`src/srsr_pkg.sv`:
```
// package of constants and types for the reset and soft reset supervisor
package srsr_pkg;
    // ****************************************************************
    // timing
    // ****************************************************************
    localparam int unsigned CLK_HZ         = 40_000_000;
    localparam int unsigned FILT_NS        = 10_000;    // reset filter time, ns
    localparam int unsigned RD_LONG_US     = 10_000;    // extended release delay, us
    localparam int unsigned RD_SHORT_US    = 1_000;     // reduced release delay, us
    localparam int unsigned FILT_CYC       = (FILT_NS * (CLK_HZ / 1_000_000) + 999) / 1000;
    localparam int unsigned RD_LONG_CYC    = RD_LONG_US * (CLK_HZ / 1_000_000);
    localparam int unsigned RD_SHORT_CYC   = RD_SHORT_US * (CLK_HZ / 1_000_000);
    localparam int unsigned CNT_W          = 20;

    // ****************************************************************
    // mode field encodings
    // ****************************************************************
    localparam logic [1:0] MODE_NORMAL     = 2'h0;
    localparam logic [1:0] MODE_SLEEP      = 2'h1;
    localparam logic [1:0] MODE_STOP       = 2'h2;
    localparam logic [1:0] MODE_SOFT_RST   = 2'h3;

    // ****************************************************************
    // defaults after power-up and the fail count limit
    // ****************************************************************
    localparam logic [1:0] UV_THR_DFLT     = 2'h0;   // lowest falling threshold
    localparam logic [1:0] WDF_MAX         = 2'h2;
    localparam logic [1:0] WDF_CLR         = 2'h0;

    typedef enum logic [3:0] {
        SRSR_INIT     = 4'h1,
        SRSR_NORMAL   = 4'h2,
        SRSR_STOP     = 4'h4,
        SRSR_RESTART  = 4'h8
    } srsr_mode_t;
endpackage

```
`src/srsr_top.sv`:
```
// reset supervisor with soft reset command handling
`timescale 1ns/100ps
// Behaviour
// - an undervoltage drives reset_out_n low after the filter time and holds it through the delay.
// - after an undervoltage or watchdog reset the release delay is the extended one unless reset_delay_short_sel picks the reduced one.
// - after power-up the output stays low until the regulator is good and the long delay ends.
// - a watchdog trigger failure also asserts the reset output.
// - the undervoltage threshold select is written by software and defaults to the lowest.
// - an accepted soft reset returns to init mode and restores settings to defaults, except a locked pin configuration.
// - with the output-select bit at 0 a soft reset pulses the output with the long delay.
// - with the output-select bit at 1 a soft reset leaves the output high.
// - a soft reset request outside Normal or Stop mode is dropped.
// - a watchdog reset enters Restart and sets failsafe per config unless a soft reset is accepted that cycle, and bumps the fail count up to its limit of 2.
// - a soft reset keeps the pin configuration when its lock bit is set, timer and PWM not.
module srsr_top
    import srsr_pkg::*;
(
    input  wire logic       mclk,
    input  wire logic       rst,
    input  wire logic       main_regulator_uv,
    input  wire logic       wd_trigger_fail,
    input  wire logic       watchdog_fail_count_to_failsafe,
    input  wire logic       mode_wr,
    input  wire logic [1:0] mode_wr_data,
    input  wire logic       cfg_wr,
    input  wire logic       reset_delay_short_sel_wr,
    input  wire logic       soft_reset_out_sel_wr,
    input  wire logic [1:0] uv_thr_sel_wr,
    input  wire logic [2:0] gpio_cfg_wr,
    input  wire logic       gpio_lock_wr,
    input  wire logic [7:0] timer_pwm_wr,
    output logic            reset_out_n,
    output logic [1:0]      uv_thr_sel,
    output logic            reset_delay_short_sel,
    output logic            soft_reset_out_sel,
    output logic [2:0]      gpio_cfg,
    output logic            gpio_lock,
    output logic [7:0]      timer_pwm,
    output logic [1:0]      watchdog_fail_count,
    output logic            failsafe,
    output logic [3:0]      sbc_mode
);
    // ****************************************************************
    // state
    // ****************************************************************
    srsr_mode_t       mode_ff;
    logic [CNT_W-1:0] filt_ff;
    logic [CNT_W-1:0] dly_ff;
    logic             rst_low_ff;
    logic             long_ff;
    logic             sr_pulse_ff;
    logic             dsel_ff;
    logic             osel_ff;
    logic             lock_ff;
    logic             fs_ff;
    logic [1:0]       uv_thr_ff;
    logic [1:0]       wdf_ff;
    logic [2:0]       gpio_ff;
    logic [7:0]       tp_ff;

    // ****************************************************************
    // decode
    // ****************************************************************
    // normal or stop, the modes that take a soft reset
    function automatic logic is_run(input srsr_mode_t m);
        return (m == SRSR_NORMAL) || (m == SRSR_STOP);
    endfunction

    wire in_run     = is_run(mode_ff);
    wire sr_cmd     = mode_wr && (mode_wr_data == MODE_SOFT_RST);
    wire sr_accept  = sr_cmd && in_run;
    wire sr_src     = sr_pulse_ff;
    wire filt_done  = (filt_ff >= CNT_W'(FILT_CYC));
    wire any_src    = (main_regulator_uv && filt_done) || wd_trigger_fail || sr_src;
    wire [CNT_W-1:0] dly_end = (long_ff || !dsel_ff) ? CNT_W'(RD_LONG_CYC)
                                                     : CNT_W'(RD_SHORT_CYC);
    wire dly_done   = (dly_ff >= dly_end);
    wire wd_evt     = wd_trigger_fail && !rst_low_ff;

    // next values and qualified strobes
    wire [CNT_W-1:0] nxt_filt = filt_ff + CNT_W'(1);
    wire [CNT_W-1:0] nxt_dly  = dly_ff + CNT_W'(1);
    wire [1:0]       nxt_wdf  = wdf_ff + 2'h1;
    wire             wdf_sat  = (wdf_ff == WDF_MAX);          // count saturates
    wire             pin_clr  = sr_accept && !lock_ff;
    wire             pin_wr   = cfg_wr && !sr_accept;

    // ****************************************************************
    // undervoltage filter
    // ****************************************************************
    always_ff @(posedge mclk) begin
        if (rst || !main_regulator_uv)
            filt_ff <= '0;
        else if (!filt_done)
            filt_ff <= nxt_filt;
    end

    // ****************************************************************
    // reset output and release delay
    // ****************************************************************
    always_ff @(posedge mclk) begin
        if (rst) begin
            rst_low_ff <= 1'b1;
            long_ff    <= 1'b1;
            dly_ff     <= '0;
        end else if (any_src) begin
            rst_low_ff <= 1'b1;
            dly_ff     <= '0;
            long_ff    <= sr_src;
        end else if (rst_low_ff) begin
            if (dly_done)
                rst_low_ff <= 1'b0;
            else
                dly_ff <= nxt_dly;
        end
    end

    // ****************************************************************
    // soft reset pulse request, one cycle
    // ****************************************************************
    always_ff @(posedge mclk) begin
        if (rst)
            sr_pulse_ff <= 1'b0;
        else
            sr_pulse_ff <= sr_accept && !osel_ff;
    end

    // ****************************************************************
    // mode sequencing
    // ****************************************************************
    always_ff @(posedge mclk) begin
        if (rst) begin
            mode_ff <= SRSR_INIT;
            fs_ff   <= 1'b0;
        end else if (sr_accept) begin
            mode_ff <= SRSR_INIT;
            fs_ff   <= 1'b0;
        end else if (wd_evt) begin
            mode_ff <= SRSR_RESTART;
            fs_ff   <= watchdog_fail_count_to_failsafe;
        end else begin
            case (mode_ff)
                SRSR_INIT, SRSR_NORMAL, SRSR_STOP: begin
                    if (mode_wr && mode_wr_data == MODE_NORMAL)
                        mode_ff <= SRSR_NORMAL;
                    else if (mode_wr && mode_wr_data == MODE_STOP && mode_ff != SRSR_INIT)
                        mode_ff <= SRSR_STOP;
                end
                SRSR_RESTART: begin
                    if (!rst_low_ff && !fs_ff)
                        mode_ff <= SRSR_NORMAL;
                end
                default: mode_ff <= SRSR_INIT;
            endcase
        end
    end

    // ****************************************************************
    // configuration settings
    // ****************************************************************
    always_ff @(posedge mclk) begin
        if (rst || sr_accept) begin
            uv_thr_ff <= UV_THR_DFLT;
            dsel_ff   <= 1'b0;
            osel_ff   <= 1'b0;
            tp_ff     <= '0;
        end else if (cfg_wr) begin
            uv_thr_ff <= uv_thr_sel_wr;
            dsel_ff   <= reset_delay_short_sel_wr;
            osel_ff   <= soft_reset_out_sel_wr;
            tp_ff     <= timer_pwm_wr;
        end
    end

    // ****************************************************************
    // pin configuration, held across soft reset when locked
    // ****************************************************************
    always_ff @(posedge mclk) begin
        if (rst || pin_clr) begin
            gpio_ff <= '0;
            lock_ff <= 1'b0;
        end else if (pin_wr) begin
            lock_ff <= gpio_lock_wr;
            if (!lock_ff)
                gpio_ff <= gpio_cfg_wr;
        end
    end

    // ****************************************************************
    // watchdog failure count, a new failure wins over a clear
    // ****************************************************************
    always_ff @(posedge mclk) begin
        if (rst) begin
            wdf_ff <= WDF_CLR;
        end else if (wd_evt) begin
            if (!wdf_sat)
                wdf_ff <= nxt_wdf;
        end else if (sr_accept) begin
            wdf_ff <= WDF_CLR;
        end
    end

    // ****************************************************************
    // limits
    // ****************************************************************
    // power-up release takes the long delay, about ten milliseconds
    // a soft reset always releases on the long delay
    // only a filtered undervoltage or watchdog event can arm the short one
    // watchdog failures while the output is low are not counted again
    // a locked pin setting can only change after the lock is cleared
    // sleep requests are ignored, the block never leaves its clock domain
    // undervoltage compare itself sits outside, only its level comes in

    // ****************************************************************
    // outputs
    // ****************************************************************
    assign reset_out_n           = !rst_low_ff;
    assign uv_thr_sel            = uv_thr_ff;
    assign reset_delay_short_sel = dsel_ff;
    assign soft_reset_out_sel    = osel_ff;
    assign gpio_cfg              = gpio_ff;
    assign gpio_lock             = lock_ff;
    assign timer_pwm             = tp_ff;
    assign watchdog_fail_count   = wdf_ff;
    assign failsafe              = fs_ff;
    assign sbc_mode              = mode_ff;
endmodule

```
`config.mk`:
```
export PLATFORM = sky130hd
export DESIGN_NAME = srsr_top
export DESIGN_NICKNAME = d
export VERILOG_FILES = /design/src/srsr_pkg.sv /design/src/srsr_top.sv
export SDC_FILE = /design/constraint.sdc
export NUM_CORES = 1
export LEC_CHECK = 0
export BUFFER_PORTS_ARGS = -buffer_cell sky130_fd_sc_hd__clkbuf_2
export CORE_ASPECT_RATIO = 0.9
export CORE_MARGIN = 4
export CORE_UTILIZATION = 60
export DETAILED_ROUTE_END_ITERATION = 10
export GPL_TIMING_DRIVEN = 1
export HOLD_SLACK_MARGIN = 0.05
export PLACE_DENSITY = 0.84
export SETUP_SLACK_MARGIN = 0.02
export SLEW_MARGIN = 20
export SYNTH_ARGS = -nofsm -noshare
export SYNTH_HDL_FRONTEND = slang
export SYNTH_SLANG_ARGS = --single-unit
```
`constraint.sdc`:
```
create_clock -name mclk -period 3.6 [get_ports mclk]
set_input_delay 0.36 -clock mclk [delete_from_list [all_inputs] [get_ports mclk]]
set_output_delay 0.36 -clock mclk [all_outputs]
set_load 0.005 [all_outputs]
```
-- Word level (Yosys, flattened, before mapping)
Cells that the tools add are included.
- $add $sub $neg: 3
- order comparisons: 2
- equality and inequality tests: 13
- multiplexer cells: 11
- bitwise operators: 2
- reductions and logical operators: 36
- operator list (operator ; number):
    20-bit by 1-bit adder with 20-bit output, second input constant ; 2
    20-bit by 19-bit >= comparator with 1-bit output ; 1
    20-bit by 9-bit >= comparator with 1-bit output, second input constant ; 1
    19-bit 2-to-1 mux ; 1
    4-bit 2-to-1 mux ; 4
    1-bit logical AND ; 11
    2-bit AND reduction ; 5
    4-bit case mux with 2 select lines ; 1
    1-bit zero test ; 7
    1-bit logical OR ; 7
    2-bit == test, second input constant ; 3
    2-bit 2-to-1 mux ; 3
    3-bit != test, second input constant ; 2
    3-bit OR reduction ; 2
    4-bit by 1-bit == test with 1-bit output, second input constant ; 1
    4-bit by 2-bit == test with 1-bit output, second input constant ; 1
    4-bit by 3-bit == test with 1-bit output, second input constant ; 1
    4-bit == test, second input constant ; 1
    2-bit != test, second input constant ; 2
    4-bit by 1-bit != test with 1-bit output, second input constant ; 1
    4-bit != test, second input constant ; 1
    2-bit OR reduction ; 2
    2-bit by 1-bit adder with 2-bit output, second input constant ; 1
    2-bit zero test ; 1
    other kinds (3) ; 5
- register bits after elaboration: 66
- bits of input ports: 25
- output and inout bits: 24
- word-level logic and storage cells: 82

-- Logic depth before layout (Yosys ltp)
Gate-level depths: netlist of run 1.
- depth in word-level cells: 7
- gate-level depth with buffers: 11

-- Least setup slack after synthesis of run 1
Ideal clock, no wire load.
- kind: register to register
- from: reg long_ff
- to: reg dly_ff[11]
- setup time: 0.059 ns
- arrival time: 2.269 ns
- required time: 3.541 ns
- setup slack: 1.271 ns
- stages on the path, launching flop included: 11
- cells stage by stage: dfxtp_1 -> nand2b_1 -> inv_1 -> ha_1 -> and4b_1 -> a221o_1 -> a21oi_4 -> o21ai_2 -> buf_6 -> or4_1 -> nand2_1
- longest elaborated chain between the ends: 5
- RTL lines (item ; RTL line ; source):
    start, declared ; srsr_top.sv:50 ; logic long_ff;
    start signal, assigned ; srsr_top.sv:109 ; long_ff <= sr_src;
    1-bit logical OR ; srsr_top.sv:75 ; wire [CNT_W-1:0] dly_end = (long_ff || !dsel_ff) ? CNT_W'(RD_LONG_CYC)
    19-bit 2-to-1 mux ; srsr_top.sv:75 ;
    20-bit by 19-bit >= comparator with 1-bit output ; srsr_top.sv:77 ; wire dly_done = (dly_ff >= dly_end);
    1-bit NOT (no source line) ; - ;
    2-bit AND reduction (no source line) ; - ;
    end signal, assigned ; srsr_top.sv:114 ; dly_ff <= nxt_dly;
    end, declared ; srsr_top.sv:48 ; logic [CNT_W-1:0] dly_ff;
Every way passes these cells.
A chain may end at the register's enable or synchronous reset.

-- Worst setup path in the final report of run 1
- from: reg long_ff
- to: reg dly_ff[7]
The elaborated chain is that of the path after synthesis.

==> results of run 1 <==
-- cells by family (layout without fill, tap and decap cells) --
| logic type | Yosys count | in the layout | share of synthesized area (%) |
|---|---|---|---|
| AO/OA/AOI/OAI | 52 | 52 | 11.4 |
| XOR/XNOR | 16 | 16 | 4.66 |
| adder cells (fa/ha/maj) | 12 | 12 | 4.99 |
| buffers and inverters | 24 | 74 | 3.37 |
| flip-flops | 66 | 66 | 43.9 |
| multiplexers | 15 | 15 | 4.99 |
| AND/OR/NAND/NOR | 155 | 155 | 26.7 |
-- where the power goes --
part	total, mW	internal, mW	switching, mW
clock network	0.536	0.283	0.253
registers	0.757	0.745	0.0115
logic	0.0870	0.0406	0.0463
-- worst register-to-register path, cell delays in order (launching register included) --
cell      delay, ns
dfxtp_1        0.31
nand2b_1       0.19
inv_1          0.18
ha_1           0.28
and4b_1        0.21
a221o_1        0.33
a21oi_4        0.21
o21ai_2        0.25
or4_1          0.47
a21oi_1        0.14
-- flip-flops by register name (all words and copies together), names as in the netlist --
signal and flops:
dly_ff 20, sbc_mode 4, gpio_cfg 3, uv_thr_sel 2
watchdog_fail_count 2, reset_delay_short_sel 1, rst_low_ff 1, timer_pwm 8
gpio_lock 1, long_ff 1, sr_pulse_ff 1, soft_reset_out_sel 1
filt_ff 20, failsafe 1
-- worst min-delay path by stage --
stage / cells after the start / start / slack (ns) / endpoint
4_1_cts: 3 / timer_pwm_wr[4] / 0.25 / timer_pwm[4]$_SDFFE_PP0P_
3_5_place_dp: 2 / long_ff$_SDFFE_PP1P_ / 0.44 / long_ff$_SDFFE_PP1P_
3_3_place_gp: 2 / long_ff$_SDFFE_PP1P_ / 0.43 / long_ff$_SDFFE_PP1P_
6_report: 3 / watchdog_fail_count_to_failsafe / 0.26 / failsafe$_SDFFE_PP0P_
2_1_floorplan: 2 / sr_pulse_ff$_SDFF_PP0_ / 0.40 / long_ff$_SDFFE_PP1P_
5_1_grt: 3 / soft_reset_out_sel_wr / 0.26 / soft_reset_out_sel$_SDFFE_PP0P_
-- Yosys cell counts, types with 3 or more instances --
master	count	area (µm²)
a21oi_1	18	90.1
a22oi_1	3	22.5
and2_1	14	87.6
and3_1	7	43.8
buf_2	3	15.0
clkbuf_1	8	30.0
dfxtp_1	66	1320
ha_1	12	150
inv_1	10	37.5
mux2i_1	15	150
nand2_1	21	78.8
nand2b_1	6	37.5
nand3_1	10	50.1
nand4_1	9	56.3
nor2_1	49	184
nor3_1	10	50.1
nor4_1	3	18.8
o211ai_1	7	52.6
o21ai_1	7	35.0
or3_1	6	37.5
or4_1	6	45.0
xnor2_1	4	35.0
xor2_1	12	105
-- placed cells by master (no fill, tap or decap), types with 3 or more instances in the layout --
cell type	n
a21oi_1	18
a22oi_1	3
and2_1	14
and3_1	7
clkbuf_2	48
clkbuf_8	11
dfxtp_1	66
ha_1	12
inv_1	10
mux2i_1	15
nand2_1	21
nand2b_1	6
nand3_1	10
nand4_1	9
nor2_1	49
nor3_1	10
nor4_1	3
o211ai_1	7
o21ai_1	7
or3_1	6
or4_1	6
xnor2_1	4
xor2_1	12
-- per-stage QoR --
| step | cells | instance area [µm²] | util [%] | hold WS [ns] |
|---|---|---|---|---|
| floorplan | 340 | 3010 | - | 0.404 |
| global placement | 440 | 3270 | 67.6 | 0.429 |
| detailed placement | 440 | 3270 | 67.6 | 0.435 |
| CTS | 455 | 3440 | 71.2 | 0.248 |
| global route | 455 | 3440 | 71.2 | 0.257 |
| finish | 455 | 3440 | 71.2 | 0.261 |
-- layer usage --
| layer | wire (µm) | part of all wire, % |
|---|---|---|
| met3 | 288 | 4.8 |
| met5 | 0 | 0 |
| met1 | 2800 | 47 |
| met4 | 97 | 1.6 |
| met2 | 2810 | 47 |
-- final cells by class --
| cell class | count | area share (%) |
|---|---|---|
| inverters | 11 | 1.20 |
| clock buffers | 13 | 4.62 |
| flip-flops and latches | 66 | 38.4 |
| repair buffers | 48 | 6.98 |
| well taps | 65 | 2.36 |
| multi-input cells | 250 | 46.1 |
| clock inverters | 2 | 0.364 |
==> impl_summary.log, run 1 <==
[metrics] run status: finished, final reports clean
[metrics] pre-CTS worst setup slack: 0.983 ns
[metrics] Syn Nets: 377
[metrics] die outline width: just over 80 µm
[metrics] layout cells sized above 1: between 10% and 20%
[metrics] WL final: between 5000 and 6000 µm
[metrics] minimum clock period: ~2.6 ns
[metrics] Buffers on Ports: 48
[metrics] kind of critical path: register to register
[metrics] number of cells produced by synthesis: 340
[metrics] pin count of the biggest net entering global routing: 22
[metrics] number of antenna violations at the first check in global routing: 0
[metrics] H-tree Lvls: 3
[metrics] placeable core area: 0.00483 mm²
[metrics] critical path, cell by cell: nand2b_1 > inv_1 > ha_1 > and4b_1 > a221o_1 > a21oi_4 > o21ai_2 > or4_1 > a21oi_1
[metrics] DRC Markers: 0
[metrics] combined area of the multi-input logic cells: ~0.0016 mm²
[metrics] Antenna Violating Nets Remaining: 0
[metrics] vias in the first global route: roughly 2.2k
[metrics] CP arrival: about 2.9 ns
[metrics] CTS tree: done
[metrics] element type at the critical path end: register
[metrics] sequential cell area fraction in the yosys report: between 40% and 50%
[metrics] Crit path max-delay family: compound AO/OA/AOI/OAI gates
[metrics] number of I/O pins: 49
[metrics] routing usage on met3: 8.13%
[metrics] share of flip-flops with an asynchronous set or reset after synthesis: 0%
[metrics] top_reg_cell synth: dfxtp_1
[metrics] RSZ-0062 raised after global routing: false
[metrics] met1 Use GR: 25.4%
[metrics] number of fillers in the final layout: 370
[metrics] effective utilization at floorplan: 62.2%
[metrics] Site Rows: 24
[metrics] setup slack, reg-to-reg: about 0.96 ns
[metrics] first-pass iteration count of the detailed router: 4
[metrics] number of synthesized register bits: 66
[metrics] Vias: roughly 2.5k
[metrics] Critical Path End: dly_ff[7]$_SDFFE_PP0P_
[metrics] post-synthesis instance area: roughly 0.003 mm²
[metrics] worst slew margin relative to its limit: ~50%
[metrics] Crit-path slowest cell: or4_1
[metrics] Worst Hold Class: input port to register
[metrics] total die area: 0.00621 mm²
[metrics] number of hold buffers added after CTS: 0
[metrics] antenna diode count: 0
[metrics] Netlist cell types: 47
[metrics] number of flops mapped to enable cells by yosys: 0
[metrics] Crit. path cell count: 9
[metrics] post-CTS setup-driven buffer insertion count: 0
[metrics] clock latency at the later pin of the worst-skew pair: approximately 0.33 ns
[metrics] CTS max path bufs: 2
[metrics] wire length of the first global-routing pass: approximately 9500 µm
[metrics] worst voltage drop across the vdd grid: ~0.00028 V
[metrics] final worst-path cycle share: 73.3%
[metrics] post-cts repair resize count: 0
[metrics] residual overflow from global routing: 0
[metrics] number of CTS-inserted buffers: 9
[metrics] upper clock frequency limit: 379 MHz
[metrics] placer's final routability congestion estimate: 0.880
[metrics] synth-to-layout area growth: 14.4%
[metrics] final HPWL from detailed placement: 4360 µm
[metrics] number of failing setup endpoints in the final timing report: 0
[metrics] final sum of negative setup slack: 0 ns
[metrics] CTS root buffer: clkbuf_8
[metrics] fin. max-slew vios: 0
[metrics] average vias per placed instance: 5.58
[metrics] average wire per standard cell: 13.2 µm
[metrics] Die Height: 75.2 µm
[metrics] global routing met2 resource utilization: 30.7%
[metrics] Ys Warns: 0
[metrics] LEAKAGE: 1.46 nW
[metrics] Buffers & Inverters on Critical Path: 1
[metrics] total power per unit cell area: 401 mW/mm²
[metrics] Final Hold Viols: 0
[metrics] worst reg2reg path startpoint: long_ff$_SDFFE_PP1P_
[metrics] Clock Skew: between 0.006 and 0.007 ns
[metrics] top fanout value on the critical path: 21
[metrics] nets@finish: about 420
[metrics] Final WS setup: 0.960 ns
[metrics] CP Launch Point: long_ff$_SDFFE_PP1P_
[metrics] DR iter-0 viols: 84
[metrics] slowest cell delay on critical path: 0.46 ns
[metrics] Reg-to-Reg End: dly_ff[7]$_SDFFE_PP0P_
[metrics] busiest metal layer after global routing: met2
[metrics] kind of start point of the critical path: register
[metrics] sinks on the clock net: 66
[metrics] Reg clk slew, reported paths: 0.07 ns
[metrics] number of max-cap violations: 0
[metrics] total power consumption of the routed design: 1.38 mW
[metrics] data required time of the critical path: between 3 and 4 ns
[metrics] FF-to-FF path depth: 9
[metrics] mean instance size in the synthesized netlist: roughly 8.8 µm²
[metrics] total area of sequential cells: roughly 0.0013 mm²
[metrics] pin slew with the least headroom to its limit: 0.743 ns
[metrics] global-route usage over all layers: about a fifth
Note: power is estimated with default switching activity, not from simulation.
==> run 2, diff against run 1 <==
--- a/config.mk
+++ b/config.mk
@@ -8,11 +8,11 @@
 export BUFFER_PORTS_ARGS = -buffer_cell sky130_fd_sc_hd__clkbuf_2
 export CORE_ASPECT_RATIO = 0.9
 export CORE_MARGIN = 4
-export CORE_UTILIZATION = 60
+export CORE_UTILIZATION = 56
 export DETAILED_ROUTE_END_ITERATION = 10
 export GPL_TIMING_DRIVEN = 1
 export HOLD_SLACK_MARGIN = 0.05
-export PLACE_DENSITY = 0.84
+export PLACE_DENSITY = 0.79
 export SETUP_SLACK_MARGIN = 0.02
 export SLEW_MARGIN = 20
 export SYNTH_ARGS = -nofsm -noshare
==> constraint.sdc (replaced) <==
create_clock -name mclk -period 2.5 [get_ports mclk]
set_input_delay 0.25 -clock mclk [delete_from_list [all_inputs] [get_ports mclk]]
set_output_delay 0.25 -clock mclk [all_outputs]
set_load 0.005 [all_outputs]
==> impl_summary.log, run 2 (synthesized netlist as in run 1, its figures left out) <==
[metrics] run status: finished, final reports clean
[metrics] number of failing setup endpoints in the final timing report: 0 (unchanged)
[metrics] pre-CTS worst setup slack: 0.0542 ns (-0.929 ns)
[metrics] RSZ-0062 raised after global routing: false
[metrics] Reg clk slew, reported paths: 0.07 ns (about the same)
[metrics] WL final: 6320 µm (+5.4%)
[metrics] Final Hold Viols: 0 (unchanged)
[metrics] residual overflow from global routing: 0 (unchanged)
[metrics] CP Launch Point: long_ff$_SDFFE_PP1P_
[metrics] Critical Path End: dly_ff[7]$_SDFFE_PP0P_
[metrics] number of hold buffers added after CTS: 0 (unchanged)
[metrics] upper clock frequency limit: 428 MHz (+13%)
[metrics] Clock Skew: 0.00511 ns (-0.00126 ns)
[metrics] top fanout value on the critical path: 10 (-52%)
[metrics] setup slack, reg-to-reg: 0.16 ns (-0.80 ns)
[metrics] sinks on the clock net: 66 (unchanged)
[metrics] design area: 0.00353 mm² (+2.7%)
[metrics] worst slew margin relative to its limit: 58.6% (+8.2 points)
[metrics] share of power burned in registers: 52.2% (-2.7 points)
[metrics] DRC Markers: 0 (unchanged)
[metrics] total die area: 0.00661 mm² (+6.4%)
[metrics] routing usage on met3: 6.37% (-1.8 points)
[metrics] total power per unit cell area: 590 mW/mm² (+47%)
[metrics] antenna diode count: 0 (unchanged)
[metrics] busiest metal layer after global routing: met2
[metrics] vias in the first global route: 2,398 (+9.6%)
[metrics] effective utilization at floorplan: 57.6% (-4.6 points)
[metrics] leading cell type in the layout, fill and taps excluded: dfxtp_1
[metrics] number of antenna violations at the first check in global routing: 0 (unchanged)
[metrics] average wire per standard cell: 13.6 µm (+3.2%)
[metrics] minimum clock period: 2.34 ns (-0.304 ns)
[metrics] worst voltage drop across the vdd grid: 0.000492 V (+77%)
[metrics] number of max-cap violations: 0 (unchanged)
[metrics] data required time of the critical path: 2.77 ns (-1.08 ns)
[metrics] LEAKAGE: 1.50 nW (+3.1%)
[metrics] Hold Path Cell Cnt: 3 (unchanged)
[metrics] CTS tree: done
[metrics] critical path, cell by cell: nand2b_1 > inv_2 > ha_1 > and4b_1 > a221o_1 > a21oi_4 > o21ai_4 > or4_1 > a21oi_1
[metrics] CTS max path bufs: 2 (unchanged)
[metrics] layout cells sized above 1: 19.3% (+2.7 points)
[metrics] FF-to-FF path depth: 9 (unchanged)
[metrics] Buffers on Ports: 48 (unchanged)
[metrics] Site Rows: 25 (+4.2%)
[metrics] CTS root buffer: clkbuf_8
[metrics] number of CTS-inserted buffers: 9 (unchanged)
[metrics] portion of total power attributed to combinational logic: 6.3% (about the same)
[metrics] global routing met2 resource utilization: 33.2% (+2.5 points)
[metrics] global-route usage over all layers: 20.5% (+0.41 points)
[metrics] Die Height: 77.5 µm (+3.1%)
[metrics] pin count of the biggest net entering global routing: 20 (-9.1%)
[metrics] final worst-path cycle share: 93.5% (+20 points)
[metrics] kind of start point of the critical path: register
[metrics] placeable core area: 0.00522 mm² (+8.0%)
[metrics] CP arrival: 2.61 ns (-0.28 ns)
[metrics] Worst Hold Class: input port to register
[metrics] fin. max-slew vios: 0 (unchanged)
[metrics] Vias: 2,580 (+1.7%)
[metrics] synth-to-layout area growth: 17.4%
[metrics] Net Sw Power: 0.494 mW (+59%)
[metrics] worst reg2reg path startpoint: long_ff$_SDFFE_PP1P_
[metrics] DR iter-0 viols: 72 (-14%)
[metrics] Final WS setup: 0.163 ns (-0.796 ns)
[metrics] final sum of negative setup slack: 0 ns (unchanged)
[metrics] placer's final routability congestion estimate: 0.844 (-4.1%)
[metrics] average vias per placed instance: 5.55 (-0.53%)
[metrics] final HPWL from detailed placement: 4540 µm (+4.3%)
[metrics] nets@finish: 430 (+1.7%)
[metrics] number of I/O pins: 49 (unchanged)
[metrics] commonest cells after routing, fill and taps aside: 66 x dfxtp_1, 49 x nor2_1, 48 x clkbuf_2
[metrics] Antenna Violating Nets Remaining: 0 (unchanged)
[metrics] slowest cell delay on critical path: 0.41 ns (-0.05 ns)
[metrics] fraction of power spent switching nets: 23.7% (+1.2 points)
[metrics] share of total power in the clock network: 41.6% (+2.8 points)
[metrics] kind of critical path: register to register
[metrics] cell-internal power: 1.59 mW (+49%)
[metrics] met1 Use GR: 25.3% (-0.16 points)
[metrics] pin slew with the least headroom to its limit: 0.619 ns (-0.124 ns)
[metrics] wire length of the first global-routing pass: 11,000 µm (+16%)
[metrics] element type at the critical path end: register
[metrics] H-tree Lvls: 3 (unchanged)
[metrics] Crit-path slowest cell: or4_1
[metrics] first-pass iteration count of the detailed router: 4 (unchanged)
[metrics] placed cell areas: 0.00331 mm² (+1.2%)
[metrics] clock latency at the later pin of the worst-skew pair: 0.34 ns (about the same)
[metrics] die outline width: 85.3 µm (+3.2%)
[metrics] Reg-to-Reg End: dly_ff[7]$_SDFFE_PP0P_
## run 2: changes by cell type in the layout (fill, tap and decap cells not counted), moves of 2 or more
cell	previous run	this run
clkbuf_8	11	9
clkinv_2	1	3
buf_4	0	6
clkinv_4	0	2
clkbuf_1	2	0
## run 2: layout make-up
type,instances,area [µm²]
timing repair buffer,54,285
fill,432,1690
sequential,66,1320
tap,67,83.8
inverter,11,41.3
clock inverter,7,70.1
clock buffer,9,124
multi-input combinational,251,1610
## run 2: worst max-delay path, delay by kind of cell, from the launching register on
kind	cells	cell delay, ns
AO/OA/AOI/OAI	4	0.84
AND/OR/NAND/NOR	3	0.75
flip-flops	1	0.33
adder cells (fa/ha/maj)	1	0.28
buffers and inverters	1	0.08
## run 2: how the worst min path moves through the flow
stage / from / endpoint / slack, ns
global placement: long_ff$_SDFFE_PP1P_ / long_ff$_SDFFE_PP1P_ / 0.43
CTS: timer_pwm_wr[1] / timer_pwm[1]$_SDFFE_PP0P_ / 0.14
floorplan: rst / long_ff$_SDFFE_PP1P_ / 0.35
finish: timer_pwm_wr[4] / timer_pwm[4]$_SDFFE_PP0P_ / 0.15
global route: gpio_cfg_wr[0] / gpio_cfg[0]$_SDFFE_PP0P_ / 0.13
detailed placement: long_ff$_SDFFE_PP1P_ / long_ff$_SDFFE_PP1P_ / 0.43
## run 2: metal layers
| metal | share of wire, % | vias up |
|---|---|---|
| li1 | - | 1314 |
| met1 | 45 | 1182 |
| met2 | 47 | 69 |
| met3 | 5.3 | 15 |
| met4 | 2.1 | 0 |
| met5 | 0 | - |
## run 2: metrics by stage
stage | util (%) | hold slack [ns] | power [mW] | cells
2_1_floorplan | - | 0.355 | 1.19 | 340
3_3_place_gp | 63.4 | 0.427 | 1.24 | 447
3_5_place_dp | 63.4 | 0.432 | 1.24 | 447
4_1_cts | 67.1 | 0.135 | 2.11 | 463
5_1_grt | 67.6 | 0.130 | 2.18 | 465
6_report | 67.6 | 0.151 | 2.08 | 465
## run 2: power by group through the flow
stage	clock (mW)	combinational, mW	sequential, mW
floorplan	0	0.0770	1.11
global placement	0	0.127	1.11
detailed placement	0	0.130	1.11
CTS	0.894	0.132	1.09
global route	0.938	0.147	1.09
finish	0.867	0.131	1.09
## run 2: repair_timing
item | 4_1_cts | 5_1_grt
setup endpoints to repair | 0 | 11
buffers inserted | 0 | 1
resized for setup | 0 | 3
==> run 3, diff against run 2 <==
--- a/config.mk
+++ b/config.mk
@@ -6,13 +6,16 @@
 export NUM_CORES = 1
 export LEC_CHECK = 0
 export BUFFER_PORTS_ARGS = -buffer_cell sky130_fd_sc_hd__clkbuf_2
+export CELL_PAD_IN_SITES_DETAIL_PLACEMENT = 1
+export CELL_PAD_IN_SITES_GLOBAL_PLACEMENT = 2
 export CORE_ASPECT_RATIO = 0.9
 export CORE_MARGIN = 4
-export CORE_UTILIZATION = 56
+export CORE_UTILIZATION = 34
+export CTS_BUF_LIST = sky130_fd_sc_hd__clkbuf_8 sky130_fd_sc_hd__clkbuf_16
 export DETAILED_ROUTE_END_ITERATION = 10
 export GPL_TIMING_DRIVEN = 1
 export HOLD_SLACK_MARGIN = 0.05
-export PLACE_DENSITY = 0.79
+export PLACE_DENSITY_LB_ADDON = 0.1
 export SETUP_SLACK_MARGIN = 0.02
 export SLEW_MARGIN = 20
 export SYNTH_ARGS = -nofsm -noshare
==> constraint.sdc (replaced) <==
create_clock -name mclk -period 2.5 [get_ports mclk]
set_input_delay 0.25 -clock mclk [delete_from_list [all_inputs] [get_ports mclk]]
set_output_delay 0.25 -clock mclk [all_outputs]
set_load 0.02 [all_outputs]
==> impl_summary.log, run 3 (synthesized netlist as in run 1, its figures left out) <==
[metrics] run status: finished, final reports clean
[metrics] Reg clk slew, reported paths: 0.08 ns (about the same)
[metrics] nets@finish: 433 (+0.70%)
[metrics] number of failing setup endpoints in the final timing report: 0 (unchanged)
[metrics] DRC Markers: 0 (unchanged)
[metrics] placer's final routability congestion estimate: 0.740 (-12%)
[metrics] final HPWL from detailed placement: 5440 µm (+20%)
[metrics] vias in the first global route: 2,538 (+5.8%)
[metrics] final hold slack: 0.138 ns (-0.0139 ns)
[metrics] average wire per standard cell: 13.7 µm (+1.1%)
[metrics] pre-CTS worst setup slack: 0.0215 ns (-0.0327 ns)
[metrics] Final Hold Viols: 0 (unchanged)
[metrics] pin slew with the least headroom to its limit: 0.639 ns (+0.0197 ns)
[metrics] wire length of the first global-routing pass: 12,400 µm (+13%)
[metrics] Buffers on Ports: 48 (unchanged)
[metrics] CTS root buffer: clkbuf_8
[metrics] CTS max path bufs: 2 (unchanged)
[metrics] number of fillers in the final layout: 1,036 (+140%)
[metrics] layout cells sized above 1: 19.7% (+0.35 points)
[metrics] Site Rows: 32 (+28%)
[metrics] total die area: 0.0104 mm² (+58%)
[metrics] worst slew margin relative to its limit: 57.3% (-1.3 points)
[metrics] final sum of negative setup slack: 0 ns (unchanged)
[metrics] Antenna Violating Nets Remaining: 0 (unchanged)
[metrics] Reg-to-Reg End: dly_ff[7]$_SDFFE_PP0P_
[metrics] WL final: 7150 µm (+13%)
[metrics] leading cell type in the layout, fill and taps excluded: dfxtp_1
[metrics] Crit-path slowest cell: or4_1
[metrics] RSZ-0062 raised after global routing: false
[metrics] Clock Skew: 0.00993 ns (+0.00482 ns)
[metrics] number of max-cap violations: 0 (unchanged)
[metrics] slowest cell delay on critical path: 0.43 ns (+0.02 ns)
[metrics] residual overflow from global routing: 0 (unchanged)
[metrics] Buffers & Inverters on Critical Path: 1 (unchanged)
[metrics] element type at the critical path end: register
[metrics] total area of sequential cells: 0.00132 mm² (unchanged)
[metrics] Hold Path Cell Cnt: 3 (unchanged)
[metrics] first-pass iteration count of the detailed router: 4 (unchanged)
[metrics] average vias per placed instance: 4.87 (-12%)
[metrics] LEAKAGE: 1.53 nW (+1.6%)
[metrics] number of antenna violations at the first check in global routing: 0 (unchanged)
[metrics] effective utilization at floorplan: 34.9% (-23 points)
[metrics] setup slack, reg-to-reg: 0.14 ns (-0.02 ns)
[metrics] antenna diode count: 0 (unchanged)
[metrics] data required time of the critical path: 2.78 ns (about the same)
[metrics] placeable core area: 0.00861 mm² (+65%)
[metrics] commonest cells after routing, fill and taps aside: 66 x dfxtp_1, 49 x nor2_1, 48 x clkbuf_2
[metrics] Crit path max-delay family: compound AO/OA/AOI/OAI gates
[metrics] kind of critical path: register to register
[metrics] worst voltage drop across the vdd grid: 0.000288 V (-41%)
[metrics] number of hold buffers added after CTS: 0 (unchanged)
[metrics] number of CTS-inserted buffers: 9 (unchanged)
[metrics] end point of the worst hold path: failsafe$_SDFFE_PP0P_
[metrics] top fanout value on the critical path: 18 (+8)
[metrics] die outline width: 107 µm (+26%)
[metrics] total instance count after detailed placement: 504 (+13%)
[metrics] Vias: 2,532 (-1.9%)
[metrics] critical path, cell by cell: nand2b_1 > inv_2 > ha_1 > and4b_1 > a221o_1 > a21oi_4 > o21ai_4 > or4_1 > a21oi_1
[metrics] number of I/O pins: 49 (unchanged)
[metrics] Final WS setup: 0.140 ns (-0.0235 ns)
[metrics] worst reg2reg path startpoint: long_ff$_SDFFE_PP1P_
[metrics] minimum clock period: 2.36 ns (+0.0235 ns)
[metrics] Worst Hold Class: input port to register
[metrics] H-tree Lvls: 3 (unchanged)
[metrics] clock latency at the later pin of the worst-skew pair: 0.35 ns (about the same)
[metrics] kind of start point of the critical path: register
[metrics] CP arrival: 2.64 ns (+0.03 ns)
[metrics] CTS tree: done
[metrics] source of the worst hold timing path: watchdog_fail_count_to_failsafe
[metrics] sinks on the clock net: 66 (unchanged)
[metrics] total power per unit cell area: 621 mW/mm² (+5.1%)
[metrics] fin. max-slew vios: 0 (unchanged)
[metrics] final worst-path cycle share: 94.4% (+0.94 points)
[metrics] global-route usage over all layers: 14.7% (-5.8 points)
[metrics] Post-Route Utilization: 42.3% (-25 points)
[metrics] DR iter-0 viols: 34 (-53%)
[metrics] upper clock frequency limit: 424 MHz (-0.99%)
[metrics] pin count of the biggest net entering global routing: 19 (-5.0%)
[metrics] FF-to-FF path depth: 9 (unchanged)
[metrics] combined area of the multi-input logic cells: 0.00159 mm² (-0.86%)
[metrics] fin cells: 520 (+12%)
[metrics] Die Height: 97.2 µm (+25%)
[metrics] synth-to-layout area growth: 21.2%
[run 3: cell types whose count changed in the layout (fill, tap and decap cells not counted)]
cell and change:
inv_6 +1, a211oi_2 -1, clkinv_2 -3, o21ai_2 -1
a211oi_1 +1, clkinvlp_4 +1, buf_4 +4, bufinv_16 +1
[run 3: final cells by class]
cell class	instances	share of cell area [%]
Multi-Input combinational cell	250	43.7
Sequential cell	66	36.3
Timing Repair Buffer	58	8.65
Tap cell	119	4.09
Clock buffer	9	3.40
Clock inverter	7	2.78
Inverter	11	1.13
[run 3: per-layer routing]
metal / GRT usage [%] / wire, µm / vias up
met1: 19.1 / 3440 / 1186
met2: 23.8 / 3390 / 26
met3: 3.99 / 216 / 9
met4: 4.33 / 101 / 0
li1: - / - / 1311
met5: 0 / 0 / -
[run 3: per-stage QoR]
stage	cell area (µm²)	power, mW
CTS	3640	2.30
global placement	3410	1.26
floorplan	3010	1.21
detailed placement	3410	1.27
global route	3640	2.38
finish	3640	2.26
[run 3: worst max path at each step]
stage / startpoint / cells after the start / endpoint
final: long_ff$_SDFFE_PP1P_ / 9 / dly_ff[7]$_SDFFE_PP0P_
after global routing: reset_delay_short_sel$_SDFFE_PP0P_ / 9 / dly_ff[7]$_SDFFE_PP0P_
after CTS: long_ff$_SDFFE_PP1P_ / 9 / dly_ff[7]$_SDFFE_PP0P_
after detailed placement: long_ff$_SDFFE_PP1P_ / 9 / dly_ff[7]$_SDFFE_PP0P_
after global placement: long_ff$_SDFFE_PP1P_ / 9 / dly_ff[7]$_SDFFE_PP0P_
after floorplan: reset_delay_short_sel$_SDFFE_PP0P_ / 10 / dly_ff[11]$_SDFFE_PP0P_
[run 3: power by group]
group / switching, mW / internal (mW) / leakage [nW]
Combinational: 0.0885 / 0.0615 / 0.884
Clock: 0.457 / 0.568 / 0.106
Sequential: 0.0155 / 1.07 / 0.536
Total: 0.561 / 1.70 / 1.53
[run 3: worst reg2reg max path, delay by kind of cell (launching register included)]
kind / cells / cell delay [ns]
AOI/OAI and AO/OA: 4 / 0.84
and+or+nand+nor: 3 / 0.79
DFF: 1 / 0.31
adders and majority gates: 1 / 0.24
buffers and inverters: 1 / 0.11
[run 3: repair_timing]
item / in CTS / in global routing
resized for setup: 1 / 1
setup endpoints to repair: 1 / 6
buffers inserted: 0 / 0
